**src/shared/twb_consts.vh**
```
`ifndef TWB_CONSTS_VH
`define TWB_CONSTS_VH
// Register byte addresses
`define A_BUS_ADDR     8'h00
`define A_BUS_FREQ     8'h04
`define A_BUS_CONTROL  8'h08
`define A_BUS_STATUS   8'h0c
`define A_BUS_DATA     8'h10
// Control bit positions
`define B_MODULE_ON    7
`define B_IRQ_ALLOW    6
`define B_MASTER_SEL   5
`define B_TX_DIR       4
`define B_ACK_SUPP     3
`define B_REP_START    2
// Status bit positions
`define B_BYTE_DONE    7
`define B_ADDR_SLAVE   6
`define B_BUSY         5
`define B_ARB_LOST     4
`define B_SLAVE_RW     2
`define B_IRQ_PEND     1
`define B_NACK         0
// Reset values
`define RST_CONTROL    8'h00
`define RST_FREQ       8'h00
`define RST_ADDR       8'h00
`define RST_DATA       8'h00
`endif

```
**src/verilog/two_wire_bus_controller_regs.v**
```verilog
// Implementation choices: the APB register port and the register addresses.
`include "twb_consts.vh"
`default_nettype none
module two_wire_bus_controller_regs
(
  input  wire        i_clk,
  input  wire        i_nrst,
  input  wire        i_ce,
  input  wire        psel,
  input  wire        penable,
  input  wire        pwrite,
  input  wire [7:0]  paddr,
  input  wire [31:0] pwdata,
  output wire        pready,
  output reg  [31:0] prdata,
  output wire        pslverr,
  input  wire        i_scl,
  output wire        o_scl,
  output wire        o_scl_oe,
  input  wire        i_sda,
  output wire        o_sda,
  output wire        o_sda_oe,
  output wire        o_irq
);

  localparam [6:0] S_IDLE  = 7'b0000001;
  localparam [6:0] S_START = 7'b0000010;
  localparam [6:0] S_LOW   = 7'b0000100;
  localparam [6:0] S_HIGH  = 7'b0001000;
  localparam [6:0] S_WAIT  = 7'b0010000;
  localparam [6:0] S_STOP  = 7'b0100000;
  localparam [6:0] S_RSTRT = 7'b1000000;

  ////////////////////////////////////////////////////////////////////////////
  reg  [7:0] ctrl_q;
  reg  [7:0] freq_q;
  reg  [6:0] own_addr_q;
  reg  [7:0] tx_q;
  reg  [7:0] rx_q;
  reg        done_q, aas_q, busy_q, arb_lost_flag_q, srw_q, pend_q, nack_q;
  reg  [6:0] st_q;
  reg  [1:0] ph_q;
  reg  [3:0] bit_q;
  reg  [7:0] sh_q;
  reg        mst_q;
  reg        sda_lo_q, scl_lo_q;
  reg        addr_cyc_q;
  reg        slv_act_q, slv_addr_q;
  reg        scl_prev_q, sda_prev_q;
  reg  [3:0] sbit_q;
  reg  [7:0] ssh_q;
  wire [1:0] line;
  wire       tick;
  wire       scl_s = line[1];
  wire       sda_s = line[0];
  wire       en = ctrl_q[`B_MODULE_ON];
  wire       tx = ctrl_q[`B_TX_DIR];

  pin_sync u_sync
  (
    .i_clk  (i_clk),
    .i_nrst (i_nrst),
    .i_ce   (i_ce),
    .i_pin  ({i_scl, i_sda}),
    .o_pin  (line)
  );

  rate_divider u_rate
  (
    .i_clk  (i_clk),
    .i_nrst (i_nrst),
    .i_ce   (i_ce),
    .i_run  (st_q != S_IDLE),
    .i_freq (freq_q),
    .o_tick (tick)
  );

  ////////////////////////////////////////////////////////////////////////////
  // Zero-wait APB slave
  wire wr = psel & penable & pwrite & i_ce;
  wire rd = psel & penable & ~pwrite & i_ce;
  wire wr_ctrl = wr & (paddr == `A_BUS_CONTROL);
  wire wr_stat = wr & (paddr == `A_BUS_STATUS);
  wire wr_data = wr & (paddr == `A_BUS_DATA);
  wire rd_data = rd & (paddr == `A_BUS_DATA);
  wire mapped  = (paddr == `A_BUS_ADDR) | (paddr == `A_BUS_FREQ) |
                 (paddr == `A_BUS_CONTROL) | (paddr == `A_BUS_STATUS) |
                 (paddr == `A_BUS_DATA);
  assign pready  = 1'b1;
  assign pslverr = psel & penable & ~mapped;

  always @*
  begin
    prdata = 32'h00000000;
    case (paddr)
      `A_BUS_ADDR:    prdata[7:1] = own_addr_q;
      `A_BUS_FREQ:    prdata[7:0] = freq_q;
      `A_BUS_CONTROL: prdata[7:0] = {ctrl_q[7:3], 3'b000};
      `A_BUS_STATUS:  prdata[7:0] = {done_q, aas_q, busy_q, arb_lost_flag_q,
                                     1'b0, srw_q, pend_q, nack_q};
      `A_BUS_DATA:    prdata[7:0] = rx_q;
      default:        prdata = 32'h00000000;
    endcase
  end

  assign o_irq = pend_q & ctrl_q[`B_IRQ_ALLOW];

  // Slave data path active only once addressed
  wire own_xfer = mst_q | slv_act_q;
  wire go_tx = wr_data & tx & own_xfer;
  wire go_rx = rd_data & ~tx & own_xfer;

  ////////////////////////////////////////////////////////////////////////////
  // Bus condition detection
  wire start_det = scl_prev_q & scl_s & sda_prev_q & ~sda_s;
  wire stop_det  = scl_prev_q & scl_s & ~sda_prev_q & sda_s;
  wire scl_rise  = ~scl_prev_q & scl_s;
  wire scl_fall  = scl_prev_q & ~scl_s;

  // Master lost the bus: drove 1, sampled 0
  wire lost = mst_q & (st_q == S_HIGH) & ~sda_lo_q & ~sda_s &
              (bit_q < 4'd8 ? tx | addr_cyc_q : 1'b0);
  wire bad_repeat_start_cmd = wr_ctrl & pwdata[`B_REP_START] &
                  (~mst_q | ~ctrl_q[`B_MASTER_SEL]);
  wire m_done = mst_q & (st_q == S_HIGH) & tick & scl_s & (ph_q == 2'd3) &
                (bit_q == 4'd8);
  wire s_match;
  wire s_done = slv_act_q & scl_fall & (sbit_q == 4'd9);
  wire ev_done = m_done | s_done;
  wire ev_arb  = lost | bad_repeat_start_cmd;

  ////////////////////////////////////////////////////////////////////////////
  // Registers and flags
  always @(posedge i_clk or negedge i_nrst)
  begin
    if (!i_nrst)
    begin
      ctrl_q     <= `RST_CONTROL;
      freq_q     <= `RST_FREQ;
      own_addr_q <= 7'h00;
      tx_q       <= `RST_DATA;
      done_q     <= 1'b1;
      aas_q      <= 1'b0;
      busy_q     <= 1'b0;
      arb_lost_flag_q     <= 1'b0;
      srw_q      <= 1'b0;
      pend_q     <= 1'b0;
      nack_q     <= 1'b0;
      scl_prev_q <= 1'b1;
      sda_prev_q <= 1'b1;
    end
    else if (i_ce)
    begin
      scl_prev_q <= scl_s;
      sda_prev_q <= sda_s;
      if (wr_ctrl)
        ctrl_q <= {pwdata[7:3], 3'b000};
      else if (ev_arb)
        ctrl_q[`B_MASTER_SEL] <= 1'b0;
      if (wr & (paddr == `A_BUS_FREQ))
        freq_q <= pwdata[7:0];
      if (wr & (paddr == `A_BUS_ADDR))
        own_addr_q <= pwdata[7:1];
      if (go_tx)
        tx_q <= pwdata[7:0];
      if (ev_done)
        done_q <= 1'b1;
      else if (go_tx | go_rx | (mst_q & st_q == S_START))
        done_q <= 1'b0;
      if (s_match)
        aas_q <= 1'b1;
      else if (wr_ctrl)
        aas_q <= 1'b0;
      if (start_det)
        busy_q <= 1'b1;
      else if (stop_det)
        busy_q <= 1'b0;
      if (ev_arb)
        arb_lost_flag_q <= 1'b1;
      else if (wr_stat & pwdata[`B_ARB_LOST])
        arb_lost_flag_q <= 1'b0;
      if (ev_done | ev_arb | s_match)
        pend_q <= 1'b1;
      else if (wr_stat & pwdata[`B_IRQ_PEND])
        pend_q <= 1'b0;
      if (s_match)
        srw_q <= ssh_q[0];
      if (mst_q & (st_q == S_HIGH) & tick & scl_s & (ph_q == 2'd1) &
          (bit_q == 4'd8) & (tx | addr_cyc_q))
        nack_q <= sda_s;
      if (!en)
        busy_q <= 1'b0;
    end
  end

  ////////////////////////////////////////////////////////////////////////////
  // Master engine: six ticks per bit (two low, four high)
  wire ms_set = wr_ctrl & pwdata[`B_MASTER_SEL] & ~ctrl_q[`B_MASTER_SEL];
  wire ms_clr = wr_ctrl & ~pwdata[`B_MASTER_SEL] & ctrl_q[`B_MASTER_SEL];
  wire repeat_start_cmd   = wr_ctrl & pwdata[`B_REP_START] & mst_q &
                ctrl_q[`B_MASTER_SEL];
  // Data access during START is held until the bus waits for software
  reg        go_pend_q;
  wire       launch_tx = go_tx | (go_pend_q & tx);
  wire [7:0] launch_d  = go_tx ? pwdata[7:0] : tx_q;

  always @(posedge i_clk or negedge i_nrst)
  begin
    if (!i_nrst)
    begin
      st_q       <= S_IDLE;
      ph_q       <= 2'd0;
      bit_q      <= 4'd0;
      sh_q       <= 8'h00;
      mst_q      <= 1'b0;
      sda_lo_q   <= 1'b0;
      scl_lo_q   <= 1'b0;
      addr_cyc_q <= 1'b0;
      rx_q       <= `RST_DATA;
      go_pend_q  <= 1'b0;
    end
    else if (i_ce)
    begin
      if (!en | lost)
      begin
        st_q      <= S_IDLE;
        mst_q     <= 1'b0;
        sda_lo_q  <= 1'b0;
        scl_lo_q  <= 1'b0;
        go_pend_q <= 1'b0;
      end
      else
      begin
        if ((go_tx | go_rx) & mst_q & (st_q != S_WAIT))
          go_pend_q <= 1'b1;
        else if (st_q == S_WAIT)
          go_pend_q <= 1'b0;
        case (st_q)
          S_IDLE:
            if (ms_set & ~busy_q)
            begin
              st_q     <= S_START;
              mst_q    <= 1'b1;
              ph_q     <= 2'd0;
            end
          S_START:
            if (tick)
            begin
              ph_q <= ph_q + 2'd1;
              if (ph_q == 2'd1)
                sda_lo_q <= 1'b1;
              if (ph_q == 2'd3)
              begin
                scl_lo_q   <= 1'b1;
                addr_cyc_q <= 1'b1;
                st_q       <= S_WAIT;
              end
            end
          S_WAIT:
          begin
            // Release a cycle after the clock falls, never with it
            sda_lo_q <= 1'b0;
            if (ms_clr | (wr_ctrl & ~pwdata[`B_MASTER_SEL]))
            begin
              st_q     <= S_STOP;
              sda_lo_q <= 1'b1;
              ph_q     <= 2'd0;
            end
            else if (repeat_start_cmd)
            begin
              st_q     <= S_RSTRT;
              sda_lo_q <= 1'b0;
              ph_q     <= 2'd0;
            end
            else if (go_tx | go_rx | go_pend_q)
            begin
              sh_q     <= launch_tx ? launch_d : 8'hff;
              bit_q    <= 4'd0;
              ph_q     <= 2'd0;
              sda_lo_q <= launch_tx & ~launch_d[7];
              st_q     <= S_LOW;
            end
          end
          S_LOW:
            if (tick)
            begin
              ph_q <= ph_q + 2'd1;
              // Data moves only while the clock is well low
              if (ph_q == 2'd0)
              begin
                if (bit_q == 4'd8)
                  sda_lo_q <= ~(tx | addr_cyc_q) &
                              ~ctrl_q[`B_ACK_SUPP];
                else
                  sda_lo_q <= (tx | addr_cyc_q) & ~sh_q[7];
              end
              if (ph_q == 2'd1)
              begin
                scl_lo_q <= 1'b0;
                ph_q     <= 2'd0;
                st_q     <= S_HIGH;
              end
            end
          S_HIGH:
            if (tick & scl_s)
            begin
              ph_q <= ph_q + 2'd1;
              if ((ph_q == 2'd1) & (bit_q < 4'd8))
              begin
                sh_q <= {sh_q[6:0], sda_s};
                if (bit_q == 4'd7 & ~(tx | addr_cyc_q))
                  rx_q <= {sh_q[6:0], sda_s};
              end
              if (ph_q == 2'd3)
              begin
                scl_lo_q <= 1'b1;
                ph_q     <= 2'd0;
                if (bit_q == 4'd8)
                begin
                  st_q       <= S_WAIT;
                  addr_cyc_q <= 1'b0;
                end
                else
                begin
                  bit_q <= bit_q + 4'd1;
                  st_q  <= S_LOW;
                end
              end
            end
          S_RSTRT:
            if (tick)
            begin
              ph_q <= ph_q + 2'd1;
              if (ph_q == 2'd1)
                scl_lo_q <= 1'b0;
              if (ph_q == 2'd3)
              begin
                st_q <= S_START;
                ph_q <= 2'd0;
              end
            end
          S_STOP:
            if (tick)
            begin
              ph_q <= ph_q + 2'd1;
              if (ph_q == 2'd1)
                scl_lo_q <= 1'b0;
              if (ph_q == 2'd3)
              begin
                sda_lo_q <= 1'b0;
                mst_q    <= 1'b0;
                st_q     <= S_IDLE;
              end
            end
          default:
            st_q <= S_IDLE;
        endcase
      end
    end
  end

  ////////////////////////////////////////////////////////////////////////////
  // Slave receiver of calling address and data
  reg slv_ack_q, slv_drv_q;
  // Slave-received bytes held apart; master path owns rx_q
  reg [7:0] rx_q_s;
  assign s_match = slv_addr_q & scl_rise & (sbit_q == 4'd7) &
                   (ssh_q[6:0] == own_addr_q) & ~mst_q;

  always @(posedge i_clk or negedge i_nrst)
  begin
    if (!i_nrst)
    begin
      sbit_q     <= 4'd0;
      ssh_q      <= 8'h00;
      slv_act_q  <= 1'b0;
      slv_addr_q <= 1'b0;
      slv_ack_q  <= 1'b0;
      slv_drv_q  <= 1'b0;
      rx_q_s     <= `RST_DATA;
    end
    else if (i_ce)
    begin
      if (!en | stop_det)
      begin
        slv_act_q  <= 1'b0;
        slv_addr_q <= 1'b0;
        slv_ack_q  <= 1'b0;
        sbit_q     <= 4'd0;
      end
      else if (start_det)
      begin
        slv_act_q  <= 1'b0;
        slv_addr_q <= 1'b1;
        sbit_q     <= 4'd0;
      end
      else
      begin
        if (scl_rise & sbit_q < 4'd8)
          ssh_q <= {ssh_q[6:0], sda_s};
        if (s_match)
        begin
          slv_act_q  <= 1'b1;
          slv_ack_q  <= 1'b1;
        end
        if (scl_fall)
        begin
          sbit_q <= (sbit_q == 4'd9) ? 4'd1 : sbit_q + 4'd1;
          if (sbit_q == 4'd8)
          begin
            slv_drv_q <= slv_ack_q |
                         (slv_act_q & ~tx & ~ctrl_q[`B_ACK_SUPP]);
            slv_addr_q <= 1'b0;
            if (slv_act_q & ~tx & ~slv_ack_q)
              rx_q_s <= ssh_q;
          end
          else
          begin
            slv_drv_q <= 1'b0;
            slv_ack_q <= 1'b0;
          end
        end
      end
    end
  end

  wire unused_ok = &{1'b0, rx_q_s};

  assign o_sda    = 1'b0;
  assign o_sda_oe = en & (sda_lo_q | slv_drv_q);
  assign o_scl    = 1'b0;
  // Master holds the clock low in S_WAIT until software acts; the slave never stretches
  assign o_scl_oe = en & (scl_lo_q | (st_q == S_WAIT & mst_q));

endmodule
`default_nettype wire

```
**src/verilog/rate_divider.v**
```verilog
`default_nettype none
// Tick generator: one tick per quarter of mul * divider bus clocks; a master bit takes six ticks
module rate_divider
(
  input  wire       i_clk,
  input  wire       i_nrst,
  input  wire       i_ce,
  input  wire       i_run,
  input  wire [7:0] i_freq,
  output reg        o_tick
);

  reg  [11:0] div;
  reg  [13:0] cnt_q;
  wire [13:0] period;

  // Base divider 20..1924 grows with index; simplified monotonic table
  always @*
  begin
    div = 12'd20 + {2'b00, i_freq[5:0], 4'h0} +
          {2'b00, i_freq[5:3], 7'h00};
  end

  // Quarter period, at least one cycle
  assign period = ({2'b00, div} << i_freq[7:6]) >> 2;

  always @(posedge i_clk or negedge i_nrst)
  begin
    if (!i_nrst)
    begin
      cnt_q  <= 14'h0000;
      o_tick <= 1'b0;
    end
    else if (i_ce)
    begin
      o_tick <= 1'b0;
      if (!i_run)
        cnt_q <= 14'h0000;
      else if (cnt_q + 14'h0001 >= period)
      begin
        cnt_q  <= 14'h0000;
        o_tick <= 1'b1;
      end
      else
        cnt_q <= cnt_q + 14'h0001;
    end
  end

endmodule
`default_nettype wire

```
**src/verilog/pin_sync.v**
```verilog
`default_nettype none
// Two-stage synchroniser for the bus lines
module pin_sync
(
  input  wire       i_clk,
  input  wire       i_nrst,
  input  wire       i_ce,
  input  wire [1:0] i_pin,
  output reg  [1:0] o_pin
);

  reg [1:0] meta_q;

  always @(posedge i_clk or negedge i_nrst)
  begin
    if (!i_nrst)
    begin
      meta_q <= 2'b11;
      o_pin  <= 2'b11;
    end
    else if (i_ce)
    begin
      meta_q <= i_pin;
      o_pin  <= meta_q;
    end
  end

endmodule
`default_nettype wire

```
**config.mk**
```make
export PLATFORM = sky130hd
export DESIGN_NAME = two_wire_bus_controller_regs
export DESIGN_NICKNAME = d
export VERILOG_FILES = /design/src/verilog/two_wire_bus_controller_regs.v /design/src/verilog/rate_divider.v /design/src/verilog/pin_sync.v
export VERILOG_INCLUDE_DIRS = /design/src /design/src/shared
export SDC_FILE = /design/constraint.sdc
export NUM_CORES = 1
export LEC_CHECK = 0
export ABC_AREA = 1
export BUFFER_PORTS_ARGS = -buffer_cell sky130_fd_sc_hd__buf_2
export CORE_ASPECT_RATIO = 0.75
export CORE_UTILIZATION = 53
export DETAILED_ROUTE_END_ITERATION = 12
export GPL_TIMING_DRIVEN = 0
export PLACE_DENSITY_LB_ADDON = 0.25
export SLEW_MARGIN = 20
export SYNTH_ARGS = -nofsm -noshare
export SYNTH_HDL_FRONTEND = slang
export SYNTH_SLANG_ARGS = --single-unit
```
**constraint.sdc**
```tcl
create_clock -name i_clk -period 3 [get_ports i_clk]
set_input_delay 0.3 -clock i_clk [delete_from_list [all_inputs] [get_ports i_clk]]
set_output_delay 0.3 -clock i_clk [all_outputs]
set_load 0.03 [all_outputs]
```
Word level (Yosys, flattened, before mapping) --
Cells that the tools add are included.
Storage, ports and cells: flip-flop bits (word level) 105, input bits 48, output and inout bits 39
Operators by class: $add $sub $neg 6, $lt $le $gt $ge 3, equality and inequality tests 54, shift operators 1, mux-type cells 111, bitwise gates (word level) 108, reduce and logical (&&, ||, !) cells 47
Operators with widths (count):
- 2-to-1 mux 7 bit | 15
- AND 1 bit | 68
- 2-to-1 mux 1 bit | 56
- 2-to-1 mux 8 bit | 7
- one-hot mux 7 bit (7 select lines) | 1
- 2-to-1 mux 4 bit | 10
- one-hot mux 7 bit (5 select lines) | 1
- AND reduction 2 bit | 15
- 2-to-1 mux 14 bit | 2
- != test 3 x 1 -> 1 bit, second input constant | 8
- AND reduction 8 bit | 3
- != test 2 x 1 -> 1 bit, second input constant | 11
- bitwise OR 1 bit | 21
- 2-to-1 mux 2 bit | 10
- inverter 1 bit | 19
- AND reduction 9 bit | 2
- == test 8 x 4 -> 1 bit, second input constant | 2
- one-hot mux 8 bit (2 select lines) | 1
- != test 3 bit, second input constant | 5
- nonzero test 3 bit | 5
- adder 14 x 1 -> 14 bit, second input constant | 1
- greater-or-equal comparator 14 x 12 -> 1 bit | 1
- nonzero test 2 bit | 7
- << shifter 12 x 2 -> 14 bit | 1
- 44 further kinds | 58

Longest topological paths before layout --
Gate-level depths: netlist of the first run.
depth in word-level cells 14, depth in mapped cells 20

Hierarchy --
From an unflattened synthesis of the first run, not the netlist that was laid out.
Second synthesis, totals: cell total of the unflattened synthesis 927, area, all modules 6899.1 um2
By module, submodules not included:
- two_wire_bus_controller_regs | instances 1, cells an instance 690, area an instance 5228.8 um2, seq. area each 2157.1 um2
- rate_divider | instances 1, cells an instance 220, area an instance 1516.5 um2, seq. area each 375.4 um2
- pin_sync | instances 1, cells an instance 17, area an instance 153.9 um2, seq. area each 105.1 um2

Worst setup path before layout of the first run --
OpenSTA, ideal clock, no wires.
kind register to register, start point register freq_q[3], end point register u_rate.cnt_q[10], setup time 0.083 ns, data arrival time 2.781 ns, setup slack 0.136 ns, cell stages (with the launch flop) 16, buffers on the path 1, period minus slack after synthesis 2.864 ns, path through dfrtp_1 -> nand2_1 -> or2_2 -> ha_1 -> xnor2_1 -> or2_2 -> nand2_1 -> o21ai_0 -> o21ai_0 -> ha_1 -> a21oi_1 -> o221ai_1 -> nor2_1 -> nand3_1 -> buf_2 -> o21ai_0
On the way: longest elaborated chain between the ends 6
Ends and longest elaborated chain:
- from (decl) | RTL line two_wire_bus_controller_regs.v:36 | reg [7:0] freq_q;
- from (signal assigned) | RTL line two_wire_bus_controller_regs.v:139 | freq_q <= `RST_FREQ;
- from (signal assigned) | RTL line two_wire_bus_controller_regs.v:161 | freq_q <= pwdata[7:0];
- adder 5 x 10 -> 11 bit | RTL line rate_divider.v:20 | div = 12'd20 + {2'b00, i_freq[5:0], 4'h0} +
- adder 12 x 10 -> 12 bit * | RTL line rate_divider.v:20
- << shifter 12 x 2 -> 14 bit * | RTL line rate_divider.v:25 | assign period = ({2'b00, div} << i_freq[7:6]) >> 2;
- greater-or-equal comparator 14 x 12 -> 1 bit * | RTL line rate_divider.v:39 | else if (cnt_q + 14'h0001 >= period)
- 2-to-1 mux 14 bit * | RTL line rate_divider.v:39
- 2-to-1 mux 14 bit * | RTL line rate_divider.v:37 | if (!i_run)
- to (signal assigned) | RTL line rate_divider.v:45 | cnt_q <= cnt_q + 14'h0001;
- to (decl) | RTL line rate_divider.v:14 | reg [13:0] cnt_q;
Mark *: on every way between the ends. The rest lies on a longest branch, timed or not. A chain may end at the register's enable or synchronous reset.

Worst setup path after layout of the first run --
start point register freq_q[0], end point register u_rate.cnt_q[7]
On the way: longest elaborated chain between the ends 6
Ends and longest elaborated chain (RTL line):
- adder 5 x 10 -> 11 bit | rate_divider.v:20
- adder 12 x 10 -> 12 bit | rate_divider.v:20
- << shifter 12 x 2 -> 14 bit | rate_divider.v:25
- greater-or-equal comparator 14 x 12 -> 1 bit | rate_divider.v:39
- 2-to-1 mux 14 bit | rate_divider.v:39
- 2-to-1 mux 14 bit | rate_divider.v:37
Every way passes these cells.

==> impl_summary.txt, run 1 <==
----------------------------------------------------
[Timing]
  Post-route setup TNS ... 0 ps
  Total of endpoints with negative setup slack in the final report ... 0
  RSZ-0062 raised after global routing ... true
  Max-slew violation total from the final report ... 0
  Final count of hold timing violations ... 0
  Fmax achieved ... approximately 0.33 GHz
  Worst slew pin tran ... ~770 ps
  Worst-case headroom to the max-slew limit ... 0.4836
  Final Critical Period ... roughly 3000 ps
  Worst setup skew after layout ... about 10 ps
  Final period utilization ... 0.9989

[Finish]
  Share of post-route cells with drive strength above 1 ... 0.1842
  Number of standard cells in the final layout excluding fillers ... roughly 1200
  Fillcell total ... ~1100
  Growth of design area from synthesis to finish ... 16.23%
  Layout Cell Area excl Fill ... around 8000 um2
  Final net count ... roughly 1100
  Post-layout util ... 0.6426
  Antenna Cells ... 0

[CTS]
  Clock tree from TritonCTS ... done
  Clock insertion delay at the later pin of the skew report ... 350 ps
  # H-tree levels ... 3
  Clock sink total ... ~110
  Deepest clock path buffer count ... 2
  CTS buffer count ... 9
  Clock transition time at the flip-flop clock pins of the worst setup and hold paths ... around 80 ps
  Clock root buffer ... sky130_fd_sc_hd__clkbuf_16

[Place]
  GPL Wtd Cong ... ~0.96
  Placed cell count ... between 1000 and 1500
  Hpwl dp ... 14.26 mm
  # port buffers ... 35
  Area post-placement ... between 7000 and 8000 um2

[Drt]
  Via total after detailed routing ... 6600
  Overall routed net length ... around 19 mm
  Remaining design rule violation count ... 0
  Initial detailed-routing violation count ... 633
  Vias per inst ... approximately 5.4
  Final antenna-violating net count ... 0
  Post-DR wirelength/cell ... 15.64 um
  DRT Pass-1 Iters ... 5

[Critical path]
  Critical Path Sink Type ... flip-flop
  Worst Setup Path Type ... reg -> reg
  Worst Setup Start Kind ... flip-flop
  Register-to-Register Setup Slack ... between 3 and 4 ps
  Cells traversed along the worst timing path ... ha_2 > nand2_2 > inv_2 > nand2_4 > ha_4 > xnor2_4 > nand3_2 > nand2_1 > nand2_2 > nand3_2 > nand2_1 > nand2_1 > o21ai_2 > ha_4 > nand4_1 > buf_4 > nor2_1 > nand2_1 > nand3_4 > buf_6 > o21ai_1
  Longest individual stage delay on the worst path ... 430 ps
  Endpoint of the most critical register-to-register path ... u_rate.cnt_q[7]
  First element of the critical path ... freq_q[0]
  Crit Path Max Fanout ... 5
  Cell occurring most often along the worst timing path ... sky130_fd_sc_hd__nand2_1
  Worst setup path endpoint ... u_rate.cnt_q[7]
  Worst EP required ... roughly 3200 ps
  Endpoint arrival time on the critical path ... about 3200 ps
  Crit Reg-Reg Startpoint ... freq_q[0]
  Cells on worst reg2reg path ... 21
  Worst path slowest cell ... sky130_fd_sc_hd__dfrtp_1

[Floorplan]
  Top-level port count ... slightly below 90
  Core Region ... 12520 um2
  Die footprint ... between 10000 and 15000 um2
  Starting density of the core ... 0.5528
  X dimension of the die ... 134.0 um
  Placement row count ... 35
  Die extent in y ... around 100 um

[Power and ir drop]
  Tot Pwr ... between 0.002 and 0.003 W
  Maximum VDD drop ... 306.8 uV
  Static leakage ... 4.102 nW
  PD cells ... ~360 nW/um2

[Global routing]
  Via count of the first global-routing pass ... between 5000 and 6000
  Overall fraction of global-route tracks in use ... 0.2956
  Initial antenna violation count ... 0
  Largest net degree at the start of global routing ... 81
  First-pass GRT wire length ... between 30 and 40 mm
  Sum of overflow across all layers after global routing ... 0

[Flow run]
  Max-cap check violation count ... 0

[Synth]
  Mean instance size in the synthesized netlist ... just over 7 um2
  Total of warnings raised by yosys ... 0
  Async S/R FF share, synth ... 1.000
  Post-synth top flop ... sky130_fd_sc_hd__dfrtp_1
  Syn Std Cell Area ... between 6000 and 7000 um2
  Sequential-to-total area share from yosys stat ... 0.3809
  Number of standard cells after synthesis ... about 970
  Count of state elements after synthesis ... 105
  Count of flip-flops with a built-in enable after synthesis ... 0
  Synth unique cells ... between 40 and 50

[Hold path]
  Worst min-delay path class ... in -> reg

[Status]
  Outcome ... completed

----------------------------------------------------
through the flow:
step	hold WS, ps	setup WS (ps)
3_3_place_gp	454.3	-328.9
3_5_place_dp	186.0	-326.0
6_report	152.3	3.173
2_1_floorplan	4.409	136.0
5_1_grt	160.1	-126.9
4_1_cts	145.2	6.845
cell usage after synthesis, types with 8 or more instances:
master / number / area, um2
sky130_fd_sc_hd__a21oi_1: 20 / 100.1
sky130_fd_sc_hd__a22oi_1: 8 / 60.06
sky130_fd_sc_hd__buf_4: 28 / 210.2
sky130_fd_sc_hd__clkbuf_1: 9 / 33.78
sky130_fd_sc_hd__dfrtp_1: 97 / 2427
sky130_fd_sc_hd__dfstp_2: 8 / 210.2
sky130_fd_sc_hd__ha_1: 23 / 287.8
sky130_fd_sc_hd__inv_1: 118 / 442.9
sky130_fd_sc_hd__inv_2: 17 / 63.81
sky130_fd_sc_hd__nand2_1: 283 / 1062
sky130_fd_sc_hd__nand3_1: 57 / 285.3
sky130_fd_sc_hd__nand4_1: 21 / 131.4
sky130_fd_sc_hd__nor2_1: 73 / 274.0
sky130_fd_sc_hd__nor3_1: 11 / 55.05
sky130_fd_sc_hd__o21ai_0: 75 / 375.4
sky130_fd_sc_hd__o21ai_1: 26 / 130.1
sky130_fd_sc_hd__xor2_1: 17 / 148.9
critical path: cells and delay by family (launching register included):
family,cells,cell delay [ps]
AOI/OAI and AO/OA,2,140
xor gates and xnor gates,1,160
adders and majority gates,3,770
buffers and inverters,3,390
DFF,1,430
and+or+nand+nor,12,1010
kinds of logic (layout without fill, tap and decap cells):
logic type / Yosys count / in the layout / synth area share
compound gates: 151 / 151 / 0.1202
xor+xnor: 22 / 22 / 0.02783
fa+ha+maj: 23 / 23 / 0.04156
buf+inv: 181 / 244 / 0.1175
flops: 105 / 105 / 0.3809
mux: 1 / 1 / 0.001446
other cells: 2 / 27 / 0.001085
simple gates: 480 / 480 / 0.3095
power breakdown:
| part | leakage [nW] | internal, W | switching, W |
|---|---|---|---|
| Combinational | 2.56 | 0.0000903 | 0.000202 |
| Clock | 0.137 | 0.000571 | 0.000563 |
| Sequential | 1.41 | 0.00144 | 0.0000214 |
how the worst min path moves through the flow:
stage                                 from               end  slack (ps)  depth (start not counted)
after floorplan                     i_nrst             aas_q           4                          0
after global routing                 i_scl  u_sync.meta_q[1]         160                          3
final                                i_scl  u_sync.meta_q[1]         150                          3
after CTS                            i_scl  u_sync.meta_q[1]         150                          3
after global placement    u_sync.meta_q[1]  u_sync.meta_q[1]         450                          2
after detailed placement            i_nrst  u_rate.cnt_q[11]         190                          1
flip-flops by register name, summed over array words and instances, names as in the netlist, 2 cells and up:
register	flops
bit_q	4
ctrl_q	5
freq_q	8
own_addr_q	7
ph_q	2
rx_q	8
sbit_q	4
sh_q	8
ssh_q	7
st_q	7
tx_q	8
u_rate.cnt_q	14
u_sync.meta_q	2
u_sync.o_pin	2
cells in the final DEF (no fill, tap or decap), types with 17 or more instances in the layout:
cell type	count
sky130_fd_sc_hd__xor2_1	17
sky130_fd_sc_hd__conb_1	27
sky130_fd_sc_hd__a21oi_1	18
sky130_fd_sc_hd__buf_4	37
sky130_fd_sc_hd__o21ai_1	30
sky130_fd_sc_hd__nand3_1	50
sky130_fd_sc_hd__inv_2	19
sky130_fd_sc_hd__nand2_1	278
sky130_fd_sc_hd__nor2_1	72
sky130_fd_sc_hd__inv_1	116
sky130_fd_sc_hd__dfrtp_1	96
sky130_fd_sc_hd__o21ai_0	59
sky130_fd_sc_hd__nand4_1	21
sky130_fd_sc_hd__buf_2	37
cell type report:
| type | instances | area, um2 | share of cell area |
|---|---|---|---|
| Clock inverter | 7 | 52.55 | 0.006530 |
| Inverter | 137 | 515.5 | 0.06405 |
| Clock buffer | 9 | 225.2 | 0.02799 |
| Buffer | 44 | 304.0 | 0.03778 |
| Tap cell | 166 | 207.7 | 0.02581 |
| Multi-Input combinational cell | 704 | 3806 | 0.4729 |
| Sequential cell | 105 | 2639 | 0.3279 |
| Timing Repair Buffer | 47 | 297.8 | 0.03700 |
layer usage:
layer / wire length [um] / global-route usage
met1: 8862 / 0.4380
met2: 7953 / 0.4316
met3: 1933 / 0.06536
met4: 313 / 0.08042
met5: 0 / 0
repair_timing:
action / CTS / global route
setup endpoints to repair: 13 / 13
pin swaps: 8 / 14
endpoints found under the hold margin: 21 / 0
hold buffers: 1 / 0
resized for setup: 23 / 42
cloned: 1 / 0
setup buffers: 6 / 3
No activity file was read; power rests on OpenSTA's default activity.
==> run 2: changes to the inputs <==
Settings changed: ABC_AREA 1 to not set, CORE_ASPECT_RATIO 0.75 to 0.7, CORE_UTILIZATION 53 to 54.
==> run 2 against run 1 <==
Compared with the run above:
- the run now ends with setup timing left
- die area increased by 1.1%
- combinational power increased to 7.4 times the previous value
- flip-flop and latch count unchanged
- clock power increased by 8%
- design area increased by 4.4%
- via count decreased by 2.5%
- critical path depth decreased by 4
- maximum frequency decreased by 19%
- clock-buffer cell count increased by 1
- wire length increased by 5.3%
- total power increased by 81%
- synthesized cell count decreased by 21%
- critical path type unchanged
==> impl_summary.txt, run 2 <==
----------------------------------------------------
[Synth]
  Count leader, synth ... sky130_fd_sc_hd__dfrtp_1
  Sequential-to-total area share from yosys stat ... 0.3698
  Proportion of netlist area held by the largest area contributor ... 0.3403
  Total of warnings raised by yosys ... 0
  Mean instance size in the synthesized netlist ... just over 9 um2
  Post-synth top flop ... sky130_fd_sc_hd__dfrtp_1
  Syn Std Cell Area ... between 7000 and 8000 um2
  Synth unique cells ... 86
  Most frequent cells after synthesis ... sky130_fd_sc_hd__dfrtp_1, sky130_fd_sc_hd__nand2_1, sky130_fd_sc_hd__nor2_1
  Cells taking the most area after synthesis ... sky130_fd_sc_hd__dfrtp_1, sky130_fd_sc_hd__nand2_1, sky130_fd_sc_hd__mux2_2
  Count of flip-flops with a built-in enable after synthesis ... 0
  Cell taking the most area after synthesis ... sky130_fd_sc_hd__dfrtp_1
  Number of standard cells after synthesis ... 764
  Async S/R FF share, synth ... 1.000
  Count of state elements after synthesis ... between 100 and 150

[CTS]
  Clock root buffer ... sky130_fd_sc_hd__clkbuf_16
  Clock insertion delay at the later pin of the skew report ... about 360 ps
  Clock tree from TritonCTS ... done
  CTS buffer count ... 9
  # H-tree levels ... 3
  Clock transition time at the flip-flop clock pins of the worst setup and hold paths ... ~80 ps
  Deepest clock path buffer count ... 2
  Clock sink total ... approximately 110

[Drt]
  Remaining design rule violation count ... 0
  Via total after detailed routing ... 6438
  DRT Pass-1 Iters ... 5
  Post-DR wirelength/cell ... between 15 and 20 um
  Overall routed net length ... ~20 mm
  Final antenna-violating net count ... 0
  Vias per inst ... between 6 and 7
  Initial detailed-routing violation count ... about 730

[Floorplan]
  Top-level port count ... 87
  Core Region ... roughly 13000 um2
  Die extent in y ... around 98 um
  X dimension of the die ... between 100 and 150 um
  Placement row count ... 34
  Starting density of the core ... 0.5646
  Die footprint ... ~14000 um2

[Critical path]
  Worst EP required ... ~3300 ps
  Worst Setup Start Kind ... flip-flop
  Register-to-Register Setup Slack ... -690 ps
  Crit Path Max Fanout ... 7
  Cells traversed along the worst timing path ... and3_4 > nand3_4 > ha_4 > xnor2_4 > nand3_2 > nor3b_4 > a311oi_2 > mux2i_1 > mux2i_1 > ha_1 > and3_4 > o21ai_4 > nand3_2 > a41oi_4 > buf_6 > a31oi_2 > o32ai_2
  Worst Setup Path Type ... reg -> reg
  Endpoint arrival time on the critical path ... roughly 3900 ps
  Critical Path Sink Type ... flip-flop
  Worst path slowest cell ... sky130_fd_sc_hd__dfrtp_2
  Longest individual stage delay on the worst path ... around 450 ps

[Timing]
  Final Critical Period ... 3695 ps
  Worst slew pin tran ... between 900 and 1000 ps
  Worst hold margin ... 190.8 ps
  Final period utilization ... 1.232
  RSZ-0062 raised after global routing ... true
  Max-slew violation total from the final report ... 0
  Fmax achieved ... 0.2707 GHz
  Worst-case headroom to the max-slew limit ... 0.3983
  Total of endpoints with negative setup slack in the final report ... 13
  Post-route setup TNS ... -8013 ps
  Slack of the critical path ... -694.6 ps
  Final count of hold timing violations ... 0
  Worst setup skew after layout ... ~16 ps

[Place]
  # port buffers ... 34
  Placed cell count ... just under 1000
  Hpwl dp ... 14.65 mm
  Placement-stage worst setup slack ... -1195 ps
  GPL Wtd Cong ... between 0.9 and 1

[Finish]
  Fillcell total ... 1000
  Most common cell after layout, fill and taps aside ... sky130_fd_sc_hd__dfrtp_1
  Number of standard cells in the final layout excluding fillers ... ~1000
  Number of flip-flops under the largest register name ... 14
  Commonest cells after routing, fill and taps aside ... sky130_fd_sc_hd__dfrtp_1, sky130_fd_sc_hd__nand2_1, sky130_fd_sc_hd__nor2_1
  Antenna Cells ... 0
  Growth of design area from synthesis to finish ... 17.73%
  Top register by number of flip-flops ... u_rate.cnt_q
  Share of post-route cells with drive strength above 1 ... 0.2564
  Final net count ... ~920

[Power and ir drop]
  Maximum VDD drop ... roughly 500 uV
  PD cells ... 622.4 nW/um2
  Tot Pwr ... around 0.0052 W
  Static leakage ... 3.853 nW

[Status]
  Failing checks ... setup timing
  Outcome ... finished with violations

[Global routing]
  Sum of overflow across all layers after global routing ... 0
  Largest net degree at the start of global routing ... 65
  Overall fraction of global-route tracks in use ... 0.3001
  Via count of the first global-routing pass ... roughly 6000
  First-pass GRT wire length ... between 30 and 40 mm
  Initial antenna violation count ... 0

[Hold path]
  Worst min-delay path class ... in -> reg

[Flow run]
  Max-cap check violation count ... 0

----------------------------------------------------
==> run 2: changes by cell type after synthesis, sizes merged, moves of 9 or more <==
| cell | change |
|---|---|
| a211oi | +10 |
| nor2 | -33 |
| mux2i | +14 |
| nand2b | +11 |
| o21ai | -62 |
| nor4 | +11 |
| nand3 | -36 |
| nand2 | -195 |
| clkbuf | +17 |
| and3 | +12 |
| and2 | +9 |
| inv | -114 |
| o31ai | +12 |
| mux2 | +57 |
==> run 2: power breakdown <==
| part | switching, W | internal (W) | leakage, nW |
|---|---|---|---|
| clock network | 0.000607 | 0.000618 | 0.149 |
| registers | 0.000201 | 0.00163 | 1.39 |
| logic | 0.00133 | 0.000840 | 2.31 |
| total | 0.00214 | 0.00308 | 3.85 |
==> run 2: layout make-up <==
class                      instances  area (um2)  area share
tap                              162       202.7     0.02414
timing repair buffer              52       341.6     0.04067
clock inverter                     6       68.82    0.008194
sequential                       105        2641      0.3145
clock buffer                      10       239.0     0.02846
inverter                          22       82.58    0.009833
multi-input combinational        597        4438      0.5285
buffer                            66       384.1     0.04574
==> run 2: cell families (layout without fill, tap and decap cells) <==
| group | after synthesis | after routing | share of synthesized area |
|---|---|---|---|
| simple gates | 287 | 288 | 0.2138 |
| compound gates | 157 | 157 | 0.1586 |
| flops | 105 | 105 | 0.3698 |
| buf+inv | 88 | 156 | 0.06437 |
| mux | 72 | 72 | 0.1152 |
| xor+xnor | 30 | 30 | 0.03684 |
| fa+ha+maj | 23 | 23 | 0.04034 |
| other cells | 2 | 27 | 0.001053 |
==> run 2: repair_timing <==
action,CTS,global route
gates resized for setup,26,13
buffers inserted,14,2
pin swaps,18,11
endpoints found under the hold margin,41,0
endpoints found under the setup margin,13,13
hold buffers,1,0
cloned,1,0
==> run 2: critical path, delay by kind of cell, from the launching register on <==
kind / cells / cell delay (ps)
compound gates: 5 / 960
xor+xnor: 1 / 120
fa+ha+maj: 2 / 590
buf+inv: 1 / 200
flops: 1 / 450
mux: 2 / 390
simple gates: 6 / 880
==> run 2: through the flow <==
step                      area (um2)    util
after global placement          7695  0.6090
after detailed placement        7729  0.6117
after CTS                       8302  0.6571
final                           8398  0.6647
after global routing            8398  0.6647
after floorplan                 7322       -
==> run 2: layer usage <==
layer  up-vias  share of wire  global-route usage
met1      3134           0.45              0.4359
li1       2912              -                   -
met3        41          0.098             0.06523
met5         -              0                   0
met4         0          0.022             0.09060
met2       351           0.43              0.4468
==> run 2: path summary, 6_finish.rpt <==
kind / end / cells after the start / start
worst max-delay path: u_rate.cnt_q[5] / 17 / freq_q[0]
min in group asynchronous: st_q[6] / 2 / i_nrst
worst max register to register: u_rate.cnt_q[5] / 17 / freq_q[0]
max in group asynchronous: u_sync.o_pin[1] / 3 / i_nrst
worst min-delay path: u_sync.meta_q[0] / 2 / i_sda
worst min register to register: aas_q / 2 / aas_q
